### src/verilog/dpl_pkg.sv
package dpl_pkg;

  // Register map (word addresses of the plain register port)
  localparam logic [3:0] DPL_A_CTRL = 4'h0;
  localparam logic [3:0] DPL_A_STAT = 4'h1;
  localparam logic [3:0] DPL_A_CTLSRC = 4'h2;
  localparam logic [3:0] DPL_A_MODE = 4'h3;
  localparam logic [3:0] DPL_A_SMAP0 = 4'h4;
  localparam logic [3:0] DPL_A_SMAP1 = 4'h5;
  localparam logic [3:0] DPL_A_SMAP2 = 4'h6;
  localparam logic [3:0] DPL_A_RMAP0 = 4'h7;
  localparam logic [3:0] DPL_A_RMAP1 = 4'h8;
  localparam logic [3:0] DPL_A_RMAP2 = 4'h9;
  localparam logic [3:0] DPL_A_PCT = 4'hA;
  localparam logic [3:0] DPL_A_THR = 4'hB;
  localparam logic [3:0] DPL_A_ERR = 4'hC;
  localparam logic [3:0] DPL_A_FILT = 4'hD;

  // Control location value selecting the link
  localparam logic [3:0] DPL_CTLSRC_LINK = 4'h8;

  // Control word bit positions
  localparam int DPL_CW_LOOP_EN = 5;
  localparam int DPL_CW_PWR_ON = 6;
  localparam int DPL_CW_TQ_FREE = 7;
  localparam int DPL_CW_FSTOP = 8;
  localparam int DPL_CW_HOME = 9;
  localparam int DPL_CW_ECLR = 10;
  localparam logic [15:0] DPL_CW_MASK = 16'h07E0;

  // Status word bit positions
  localparam int DPL_SW_LOOP_ACT = 5;
  localparam int DPL_SW_FAULT = 6;
  localparam int DPL_SW_TQ_FREE = 7;
  localparam int DPL_SW_FSTOP = 8;
  localparam int DPL_SW_HOMED = 9;
  localparam int DPL_SW_STATE_LSB = 13;

  // Operation modes
  typedef enum logic [3:0] {
    DPL_MODE_USER = 4'h0,
    DPL_MODE_SPD_MASTER = 4'h1,
    DPL_MODE_SPD_SLAVE1 = 4'h2,
    DPL_MODE_SPD_SLAVE2 = 4'h3
  } dpl_mode_t;

  // Preset process-data maps
  localparam logic [31:0] DPL_MAP_TWO = 32'h0000_0002;
  localparam logic [31:0] DPL_MAP_ACT_TQ = 32'h0A25_0010;
  localparam logic [31:0] DPL_MAP_ACT_SPD = 32'h0A27_0010;
  localparam logic [31:0] DPL_MAP_ERR_NUM = 32'h0A5A_0010;
  localparam logic [31:0] DPL_MAP_ERR_LOC = 32'h0A5A_0110;
  localparam logic [31:0] DPL_MAP_REM_TQ = 32'h0A2C_0010;
  localparam logic [31:0] DPL_MAP_REM_SPD = 32'h0A2E_0010;

  // Reset values
  localparam logic [15:0] DPL_RST_WORD = 16'h0000;
  localparam logic [6:0] DPL_RST_PCT = 7'h00;
  localparam logic [15:0] DPL_RST_THR = 16'h0000;
  localparam logic [3:0] DPL_RST_FILT = 4'h0;

  // Link words carried together
  typedef struct packed {
    logic [15:0] tx0;
    logic [15:0] tx1;
  } dpl_txpd_t;

  typedef struct packed {
    logic [15:0] rx0;
    logic [15:0] rx1;
  } dpl_rxpd_t;

  // Commands decoded from the selected control word (link or local)
  typedef struct packed {
    logic loop_control_enable;
    logic power_stage_on;
    logic torque_free_stop;
    logic fast_stop;
    logic homing_request;
    logic error_clear;
  } dpl_cmd_t;

  // Local drive state reported in the status word
  typedef struct packed {
    logic loop_control_active;
    logic fault;
    logic torque_free;
    logic fast_stop;
    logic homed;
    logic [2:0] drive_state;
  } dpl_drv_t;

endpackage

### src/verilog/dpl_core.sv
`timescale 1ns/1ns
// Overview of operation
// - Link control only when selector equals 8
// - Act on link control, report status
// - Master copies own control word out
// - Control bits 5..8: loop, power, free, stop
// - Control bit 9 homes, bit 10 clears
// - Status bits 5..9 report drive flags
// - Status bits 13..15 hold drive state
// - Mode selection loads preset data maps
// - User mode: maps only stored, link words routed as in slave modes
// - Map write of a changed value forces user mode
// - Speed master sends torque then speed
// - Speed master receives error number, location
// - Slave 1 uses master speed reference
// - Secondary reference is percent of primary
// - Threshold replaces too small secondary
// - Secondary sign follows master torque
// - Slave 1 torque limit tracks master torque
// - Slave 2 injects master torque pre-control
// - Slave 2 speed reference, optional lag filter
// - Slave 2 speed loop proportional only
// - Slave 2 maps equal slave 1 maps
// - Scaled values are signed 16-bit
module dpl_core
  import dpl_pkg::*;
#(
  parameter int PCT_W = 7
)
(
  input wire logic mclk_i,
  input wire logic rst_b_i,
  input wire logic ce_i,
  input wire logic [3:0] addr_i,
  input wire logic [31:0] wdata_i,
  input wire logic wr_i,
  input wire logic rd_i,
  output logic [31:0] rdata_o,
  input wire logic [15:0] own_ctrl_i,
  input wire logic [15:0] local_ctrl_i,
  input wire dpl_drv_t drv_i,
  input wire logic signed [15:0] act_tq_i,
  input wire logic signed [15:0] act_spd_i,
  input wire logic [15:0] err_num_i,
  input wire logic [15:0] err_loc_i,
  input wire logic rx_valid_i,
  input wire dpl_rxpd_t rx_i,
  output dpl_txpd_t tx_o,
  output dpl_cmd_t cmd_o,
  output logic signed [15:0] spd_ref_o,
  output logic signed [15:0] tq_limit_o,
  output logic signed [15:0] tq_pre_o,
  output logic p_only_o,
  output logic [15:0] rem_err_num_o,
  output logic [15:0] rem_err_loc_o
);

  typedef struct packed {
    logic [15:0] ctrl;
    logic [3:0] ctlsrc;
    dpl_mode_t mode;
    logic [2:0][31:0] smap;
    logic [2:0][31:0] rmap;
    logic [PCT_W-1:0] pct;
    logic [15:0] thr;
    logic [3:0] filt;
    logic signed [15:0] rem_tq;
    logic signed [15:0] rem_spd;
    logic signed [15:0] filt_spd;
    logic [15:0] rem_enum;
    logic [15:0] rem_eloc;
    logic [31:0] rdata;
    dpl_txpd_t tx;
    dpl_cmd_t cmd;
    logic signed [15:0] spd_ref;
    logic signed [15:0] tq_lim;
    logic signed [15:0] tq_pre;
  } dpl_state_t;

  dpl_state_t st_r;
  dpl_state_t st_nxt;

  // Saturate a 17-bit intermediate into signed 16-bit
  function automatic logic signed [15:0] sat16(
    input logic signed [16:0] v
  );
    if (v > 17'sd32767)
      sat16 = 16'sh7FFF;
    else if (v < -17'sd32768)
      sat16 = 16'sh8000;
    else
      sat16 = v[15:0];
  endfunction

  function automatic logic [15:0] mag16(input logic signed [15:0] v);
    mag16 = v[15] ? 16'(-v) : v;
  endfunction

  // Status word assembly
  function automatic logic [15:0] status_word(input dpl_drv_t d);
    logic [15:0] w;
    w = 16'h0000;
    w[DPL_SW_LOOP_ACT] = d.loop_control_active;
    w[DPL_SW_FAULT] = d.fault;
    w[DPL_SW_TQ_FREE] = d.torque_free;
    w[DPL_SW_FSTOP] = d.fast_stop;
    w[DPL_SW_HOMED] = d.homed;
    w[DPL_SW_STATE_LSB +: 3] = d.drive_state;
    status_word = w;
  endfunction

  logic link_sel;
  logic [15:0] stat_w;
  logic [15:0] cw;
  logic [15:0] prim_mag;
  logic [15:0] sec_mag;
  logic [15:0] sec_use;
  logic [PCT_W+15:0] prod;
  logic signed [16:0] ref_sum;
  logic signed [16:0] filt_step;
  logic signed [15:0] spd_src;

  // Link control selected
  assign link_sel = (st_r.ctlsrc == DPL_CTLSRC_LINK);
  assign stat_w = status_word(drv_i);

  always_comb
  begin
    st_nxt = st_r;
    st_nxt.rdata = 32'h0000_0000;
    cw = 16'h0000;
    prim_mag = 16'h0000;
    sec_mag = 16'h0000;
    sec_use = 16'h0000;
    prod = '0;
    ref_sum = 17'sh00000;
    filt_step = 17'sh00000;
    spd_src = 16'sh0000;

    if (wr_i)
    begin
      unique case (addr_i)
        DPL_A_CTRL: st_nxt.ctrl = wdata_i[15:0];
        DPL_A_CTLSRC: st_nxt.ctlsrc = wdata_i[3:0];
        DPL_A_MODE:
        begin
          st_nxt.mode = dpl_mode_t'(wdata_i[3:0]);
          unique case (dpl_mode_t'(wdata_i[3:0]))
            DPL_MODE_SPD_MASTER:
            begin
              st_nxt.smap = {DPL_MAP_ACT_SPD, DPL_MAP_ACT_TQ,
                DPL_MAP_TWO};
              st_nxt.rmap = {DPL_MAP_ERR_LOC, DPL_MAP_ERR_NUM,
                DPL_MAP_TWO};
            end
            DPL_MODE_SPD_SLAVE1, DPL_MODE_SPD_SLAVE2:
            begin
              st_nxt.smap = {DPL_MAP_ERR_LOC, DPL_MAP_ERR_NUM,
                DPL_MAP_TWO};
              st_nxt.rmap = {DPL_MAP_REM_SPD, DPL_MAP_REM_TQ,
                DPL_MAP_TWO};
            end
            default:
            begin
              // User mode keeps current maps
              st_nxt.mode = DPL_MODE_USER;
            end
          endcase
        end
        DPL_A_SMAP0, DPL_A_SMAP1, DPL_A_SMAP2:
        begin
          if (wdata_i != st_r.smap[addr_i - DPL_A_SMAP0])
          begin
            st_nxt.smap[addr_i - DPL_A_SMAP0] = wdata_i;
            st_nxt.mode = DPL_MODE_USER;
          end
        end
        DPL_A_RMAP0, DPL_A_RMAP1, DPL_A_RMAP2:
        begin
          if (wdata_i != st_r.rmap[addr_i - DPL_A_RMAP0])
          begin
            st_nxt.rmap[addr_i - DPL_A_RMAP0] = wdata_i;
            st_nxt.mode = DPL_MODE_USER;
          end
        end
        DPL_A_PCT: st_nxt.pct = wdata_i[PCT_W-1:0];
        DPL_A_THR: st_nxt.thr = wdata_i[15:0];
        DPL_A_FILT: st_nxt.filt = wdata_i[3:0];
        default: ;
      endcase
    end

    if (rd_i)
    begin
      unique case (addr_i)
        DPL_A_CTRL: st_nxt.rdata = {16'h0000, st_r.ctrl};
        DPL_A_STAT: st_nxt.rdata = {16'h0000, stat_w};
        DPL_A_CTLSRC: st_nxt.rdata = {28'h0000000, st_r.ctlsrc};
        DPL_A_MODE: st_nxt.rdata = {28'h0000000, st_r.mode};
        DPL_A_SMAP0, DPL_A_SMAP1, DPL_A_SMAP2:
          st_nxt.rdata = st_r.smap[addr_i - DPL_A_SMAP0];
        DPL_A_RMAP0, DPL_A_RMAP1, DPL_A_RMAP2:
          st_nxt.rdata = st_r.rmap[addr_i - DPL_A_RMAP0];
        DPL_A_PCT: st_nxt.rdata = 32'(st_r.pct);
        DPL_A_THR: st_nxt.rdata = {16'h0000, st_r.thr};
        DPL_A_ERR: st_nxt.rdata = {st_r.rem_eloc, st_r.rem_enum};
        DPL_A_FILT: st_nxt.rdata = {28'h0000000, st_r.filt};
        default: st_nxt.rdata = 32'h0000_0000;
      endcase
    end

    // Received objects in the mode's preset map order; reception held until valid
    if (rx_valid_i)
    begin
      if (st_r.mode == DPL_MODE_SPD_MASTER)
      begin
        st_nxt.rem_enum = rx_i.rx0;
        st_nxt.rem_eloc = rx_i.rx1;
      end
      else
      begin
        st_nxt.rem_tq = rx_i.rx0;
        st_nxt.rem_spd = rx_i.rx1;
      end
    end

    // Outgoing objects
    if (st_r.mode == DPL_MODE_SPD_MASTER)
    begin
      st_nxt.tx.tx0 = act_tq_i;
      st_nxt.tx.tx1 = act_spd_i;
    end
    else
    begin
      st_nxt.tx.tx0 = err_num_i;
      st_nxt.tx.tx1 = err_loc_i;
    end

    if (st_r.mode == DPL_MODE_SPD_MASTER)
      st_nxt.ctrl = own_ctrl_i;

    cw = link_sel ? st_r.ctrl : local_ctrl_i;
    st_nxt.cmd.loop_control_enable = cw[DPL_CW_LOOP_EN];
    st_nxt.cmd.power_stage_on = cw[DPL_CW_PWR_ON];
    st_nxt.cmd.torque_free_stop = cw[DPL_CW_TQ_FREE];
    st_nxt.cmd.fast_stop = cw[DPL_CW_FSTOP];
    st_nxt.cmd.homing_request = cw[DPL_CW_HOME];
    st_nxt.cmd.error_clear = cw[DPL_CW_ECLR];

    filt_step = (17'(st_r.rem_spd) - 17'(st_r.filt_spd)) >>> st_r.filt;
    st_nxt.filt_spd = sat16(17'(st_r.filt_spd) + filt_step);

    unique case (st_r.mode)
      DPL_MODE_SPD_SLAVE1:
      begin
        prim_mag = mag16(st_r.rem_spd);
        prod = prim_mag * st_r.pct;
        sec_mag = 16'(prod / (PCT_W+16)'(100));
        sec_use = (sec_mag < st_r.thr) ? st_r.thr : sec_mag;
        ref_sum = st_r.rem_tq[15] ?
          17'(st_r.rem_spd) - 17'({1'b0, sec_use}) :
          17'(st_r.rem_spd) + 17'({1'b0, sec_use});
        st_nxt.spd_ref = sat16(ref_sum);
        st_nxt.tq_lim = sat16(17'(mag16(st_r.rem_tq)));
        st_nxt.tq_pre = 16'sh0000;
      end
      DPL_MODE_SPD_SLAVE2:
      begin
        spd_src = (st_r.filt == DPL_RST_FILT) ? st_r.rem_spd :
          st_r.filt_spd;
        st_nxt.spd_ref = spd_src;
        st_nxt.tq_lim = 16'sh7FFF;
        st_nxt.tq_pre = st_r.rem_tq;
      end
      default:
      begin
        st_nxt.spd_ref = 16'sh0000;
        st_nxt.tq_lim = 16'sh7FFF;
        st_nxt.tq_pre = 16'sh0000;
      end
    endcase
  end

  always_ff @(posedge mclk_i)
  begin
    if (!rst_b_i)
    begin
      st_r <= '0;
      st_r.mode <= DPL_MODE_USER;
      st_r.pct <= DPL_RST_PCT;
      st_r.thr <= DPL_RST_THR;
      st_r.filt <= DPL_RST_FILT;
      st_r.tq_lim <= 16'sh7FFF;
    end
    else if (ce_i)
      st_r <= st_nxt;
  end

  assign rdata_o = st_r.rdata;
  assign tx_o = st_r.tx;
  assign cmd_o = st_r.cmd;
  assign spd_ref_o = st_r.spd_ref;
  assign tq_limit_o = st_r.tq_lim;
  assign tq_pre_o = st_r.tq_pre;
  assign p_only_o = (st_r.mode == DPL_MODE_SPD_SLAVE2);
  assign rem_err_num_o = st_r.rem_enum;
  assign rem_err_loc_o = st_r.rem_eloc;

  // fast stop command follows bit 8 of the selected control word
  a_cmd_source: assert property (
    @(posedge mclk_i) disable iff (!rst_b_i)
    ce_i ##1 1 |-> cmd_o.fast_stop == $past(link_sel ? st_r.ctrl[8] :
    local_ctrl_i[8])) else $error("command source wrong");

  a_stat_resv: assert property (
    @(posedge mclk_i) disable iff (!rst_b_i)
    (stat_w & 16'h1C1F) == 16'h0000)
    else $error("reserved status set");

  a_state_bits: assert property (
    @(posedge mclk_i) disable iff (!rst_b_i)
    stat_w[15:13] == drv_i.drive_state)
    else $error("state bits wrong");

  a_map_user: assert property (
    @(posedge mclk_i) disable iff (!rst_b_i)
    ce_i && wr_i && addr_i == DPL_A_SMAP1 && wdata_i != st_r.smap[1]
    |=> st_r.mode == DPL_MODE_USER) else $error("map kept mode");

  a_master_tx: assert property (
    @(posedge mclk_i) disable iff (!rst_b_i)
    ce_i && st_r.mode == DPL_MODE_SPD_MASTER |=> tx_o.tx0 ==
    $past(act_tq_i)) else $error("master tx wrong");

  a_slave1_lim: assert property (
    @(posedge mclk_i) disable iff (!rst_b_i)
    ce_i && st_r.mode == DPL_MODE_SPD_SLAVE1 && !st_r.rem_tq[15] &&
    st_r.rem_tq != 16'sh0000 |=> tq_limit_o == $past(st_r.rem_tq))
    else $error("limit not tracked");

  a_slave1_sign: assert property (
    @(posedge mclk_i) disable iff (!rst_b_i)
    ce_i && st_r.mode == DPL_MODE_SPD_SLAVE1 && st_r.rem_tq[15] &&
    st_r.thr != 16'h0000 && st_r.rem_spd > -16'sd30000
    |=> spd_ref_o < $past(st_r.rem_spd)) else $error("sign wrong");

  a_slave2_pre: assert property (
    @(posedge mclk_i) disable iff (!rst_b_i)
    ce_i && st_r.mode == DPL_MODE_SPD_SLAVE2 |=> tq_pre_o ==
    $past(st_r.rem_tq)) else $error("pre-control wrong");

endmodule

### config.mk
export PLATFORM = sky130hd
export DESIGN_NAME = dpl_core
export DESIGN_NICKNAME = d
export VERILOG_FILES = /design/src/verilog/dpl_pkg.sv /design/src/verilog/dpl_core.sv
export SDC_FILE = /design/constraint.sdc
export NUM_CORES = 2
export LEC_CHECK = 0
export ABC_AREA = 1
export CORE_ASPECT_RATIO = 1.5
export CORE_UTILIZATION = 40
export DETAILED_ROUTE_END_ITERATION = 6
export DONT_BUFFER_PORTS = 1
export GPL_ROUTABILITY_DRIVEN = 0
export SKIP_LAST_GASP = 1
export SLEW_MARGIN = 40
export SYNTH_ARGS = -nofsm -noshare
export SYNTH_HDL_FRONTEND = slang
export SYNTH_SLANG_ARGS = --single-unit
### constraint.sdc
create_clock -name mclk_i -period 23 [get_ports mclk_i]
set_clock_uncertainty 0.1 [all_clocks]
set_input_delay 4.6 -clock mclk_i [delete_from_list [all_inputs] [get_ports mclk_i]]
set_output_delay 4.6 -clock mclk_i [all_outputs]
set_load 0.01 [all_outputs]
==> impl_results.md <==
* Outcome: completed
* Post-DP Area at 32530 um2
* Post-route cell area at 34220 um2
* Vias at 32329
* Primary FF master, synth: dfxtp_1
* Nets at 5019
* Synth Register Bits at 441
* Synthesized area at 32930 um2
* Initial Util at 0.4047
* Die height at 353.4 um
* Placement row count at 128
* Crit end category: register
* Synth Area per Inst at 6.609 um2
* Final period util at 0.8508
* WL/cell at 21.05 um
* Port Buf Inserts at 0
* Top cell type's share of synthesized area at 0.2681
* # fillers at 8655
* Clock Latency Late Sink at 0.63 ns
* Final Setup Violations at 0
* Setup_tns at 0 ns
* Slew Limit Fails at 0
* Crit path kind: register to register
* Ranking of synthesized cells by area: dfxtp_1 (27%), nand2_1 (11%), a21oi_1 (7.3%), inv_1 (7.3%), o21ai_0 (6.3%)
* Core Box Area at 81360 um2
* Clock sinks at 441
* Final HPWL DP at 90.15 mm
* First-pass GRT wire length at 181.5 mm
* Worst-path fanout max at 17
* Die Span X at 236.3 um
* Vias in the first global route at 30050
* Area leader, netlist: dfxtp_1
* Yosys Warn Count at 0
* Die ar. at 83490 um2
* Worst Hold Class: register to register
* Clock tree buffer depth at 3
* Worst hold margin at 0.3439 ns
* CP required at 23.35 ns
* Relative slew slack at 0.4046
* Cell Pwr Density at 89.31 nW/um2
* Count of cell types in the netlist at 61
* Static leakage at 0.01494 uW
* DRC violations left at 0
* Asr flop ratio synth at 0
* Final hold viol count at 0
* Period minus WS final at 19.57 ns
* Syn Inst Count at 4982
* Total GRT Usage at 0.2810
* CTS clk-pin slew, worst paths at 0.06 ns
* Most common library cells after synthesis: nand2_1 (967), inv_1 (636), a21oi_1 (478)
* Area Overhead vs Synth at 3.929%
* Clock root buffer master: clkbuf_16
* CP peak stage delay at 0.56 ns
* Layout cell share with drive strength beyond 1 at 0.07158
* Post-synthesis sequential area ratio at 0.2681
* Critical Path Most Common Cell: nand2_2
* Number of synthesized flops with an enable pin at 0
* DR iter-0 viols at 3043
* RSZ-0062 raised after global routing: false
* Post-CTS Setup Bufs at 0
* Gr ovfl total at 0
* CP startpoint kind: register
* Actual slew at the worst max-slew pin at 0.8863 ns
* Max Clock Freq at 51.10 MHz
* Post-route ant nets at 0
* I/O pins at 329
* TritonCTS Buffers at 49
* H-Tree Depth at 2
* Maximum vdd drop at 0.08144 mV
* Post-synth net total at 5345
* Post-CTS resize count at 0
* CTS tree: done
* Drt first pass iters at 7
* Most frequent cell after synthesis: nand2_1
* Pin count of the biggest net entering global routing at 254
* Slowest cell on the critical path: fa_1
* Initial antenna violation count at 9
* Via-to-Cell Ratio at 5.636
* Hold-fix buffers, CTS at 0
* Max Cap Viol at 0
* CP arrival at 19.92 ns
* Routed WL at 120.8 mm
==> cell type report <==
class	instances	area, um2	share of cell area
Clock buffer	68	1430	0.04179
Multi-Input combinational cell	3448	19580	0.5720
Timing Repair Buffer	34	260.3	0.007605
Tap cell	1040	1301	0.03802
Sequential cell	441	8828	0.2580
Antenna cell	2	5.005	0.0001462
Inverter	682	2574	0.07521
Clock inverter	21	246.5	0.007203
==> report_power, final <==
part           switching (uW)  internal [uW]  leakage (uW)
Clock                     355            481      0.000827
Combinational             933            453        0.0105
Sequential               36.2            799       0.00358
==> path summary, 6_finish.rpt <==
| path | slack [ns] | end | start | cells after the start |
|---|---|---|---|---|
| worst max register to register | 3.43 | spd_ref_o[5] | st_r[166] | 133 |
| worst min-delay path | 0.34 | register | register | 2 |
| worst min register to register | 0.34 | register | register | 2 |
| worst max-delay path | 3.43 | spd_ref_o[5] | st_r[166] | 133 |
==> per-stage QoR <==
step	std cells	setup WS [ns]	power, uW	utilization
4_1_cts	5733	3.331	3040	0.4205
3_5_place_dp	5644	3.451	2203	0.3999
5_1_grt	5734	1.594	3248	0.4206
2_1_floorplan	4982	7.045	1880	-
6_report	5736	3.432	3056	0.4206
3_3_place_gp	5644	3.309	2188	0.3989
==> kinds of logic after synthesis <==
family          Yosys count  synth area share
xor+xnor                109           0.02899
flops                   441            0.2681
fa+ha+maj               185           0.08671
compound gates         1280            0.2232
buf+inv                1093            0.1425
mux                       1         0.0003040
simple gates           1873            0.2502
==> metal layers <==
layer | GRT usage | vias up | wire length, um
met5 | 0 | - | 119
met4 | 0.1729 | 18 | 8048
met3 | 0.06691 | 319 | 10580
met2 | 0.4677 | 1241 | 56380
met1 | 0.3246 | 15192 | 45630
li1 | - | 15559 | -
==> worst max-delay path: cells and delay by family (launching register included) <==
kind            cells  cell delay [ns]
fa+ha+maj           8             3.28
compound gates     16             2.72
flops               1             0.45
xor+xnor            2             0.66
simple gates       95            11.01
buf+inv            12             1.11
==> registers in the layout, summed over array words and instances (netlist names), named ones only <==
register,cells
tq_pre_o,16
rem_err_num_o,16
rdata_o,32
spd_ref_o,16
cmd_o,6
rem_err_loc_o,16
st_r,267
tq_limit_o,16
tx_o,32
==> cells in the final DEF (no fill, tap or decap), drive strengths merged, types with 28 or more instances in the layout <==
master / Yosys / routed
nand3: 230 / 230
nor2: 460 / 460
o211ai: 69 / 69
fa: 72 / 72
a211oi: 105 / 105
inv: 673 / 673
a221oi: 39 / 39
o21bai: 28 / 28
dfxtp: 441 / 441
o22ai: 30 / 30
clkbuf: 234 / 69
ha: 113 / 113
nand2: 1048 / 1048
nand4: 62 / 62
buf: 177 / 33
o21ai: 442 / 442
nor3: 30 / 30
a21oi: 478 / 478
xor2: 93 / 93
(Power assumes the default switching activity.)
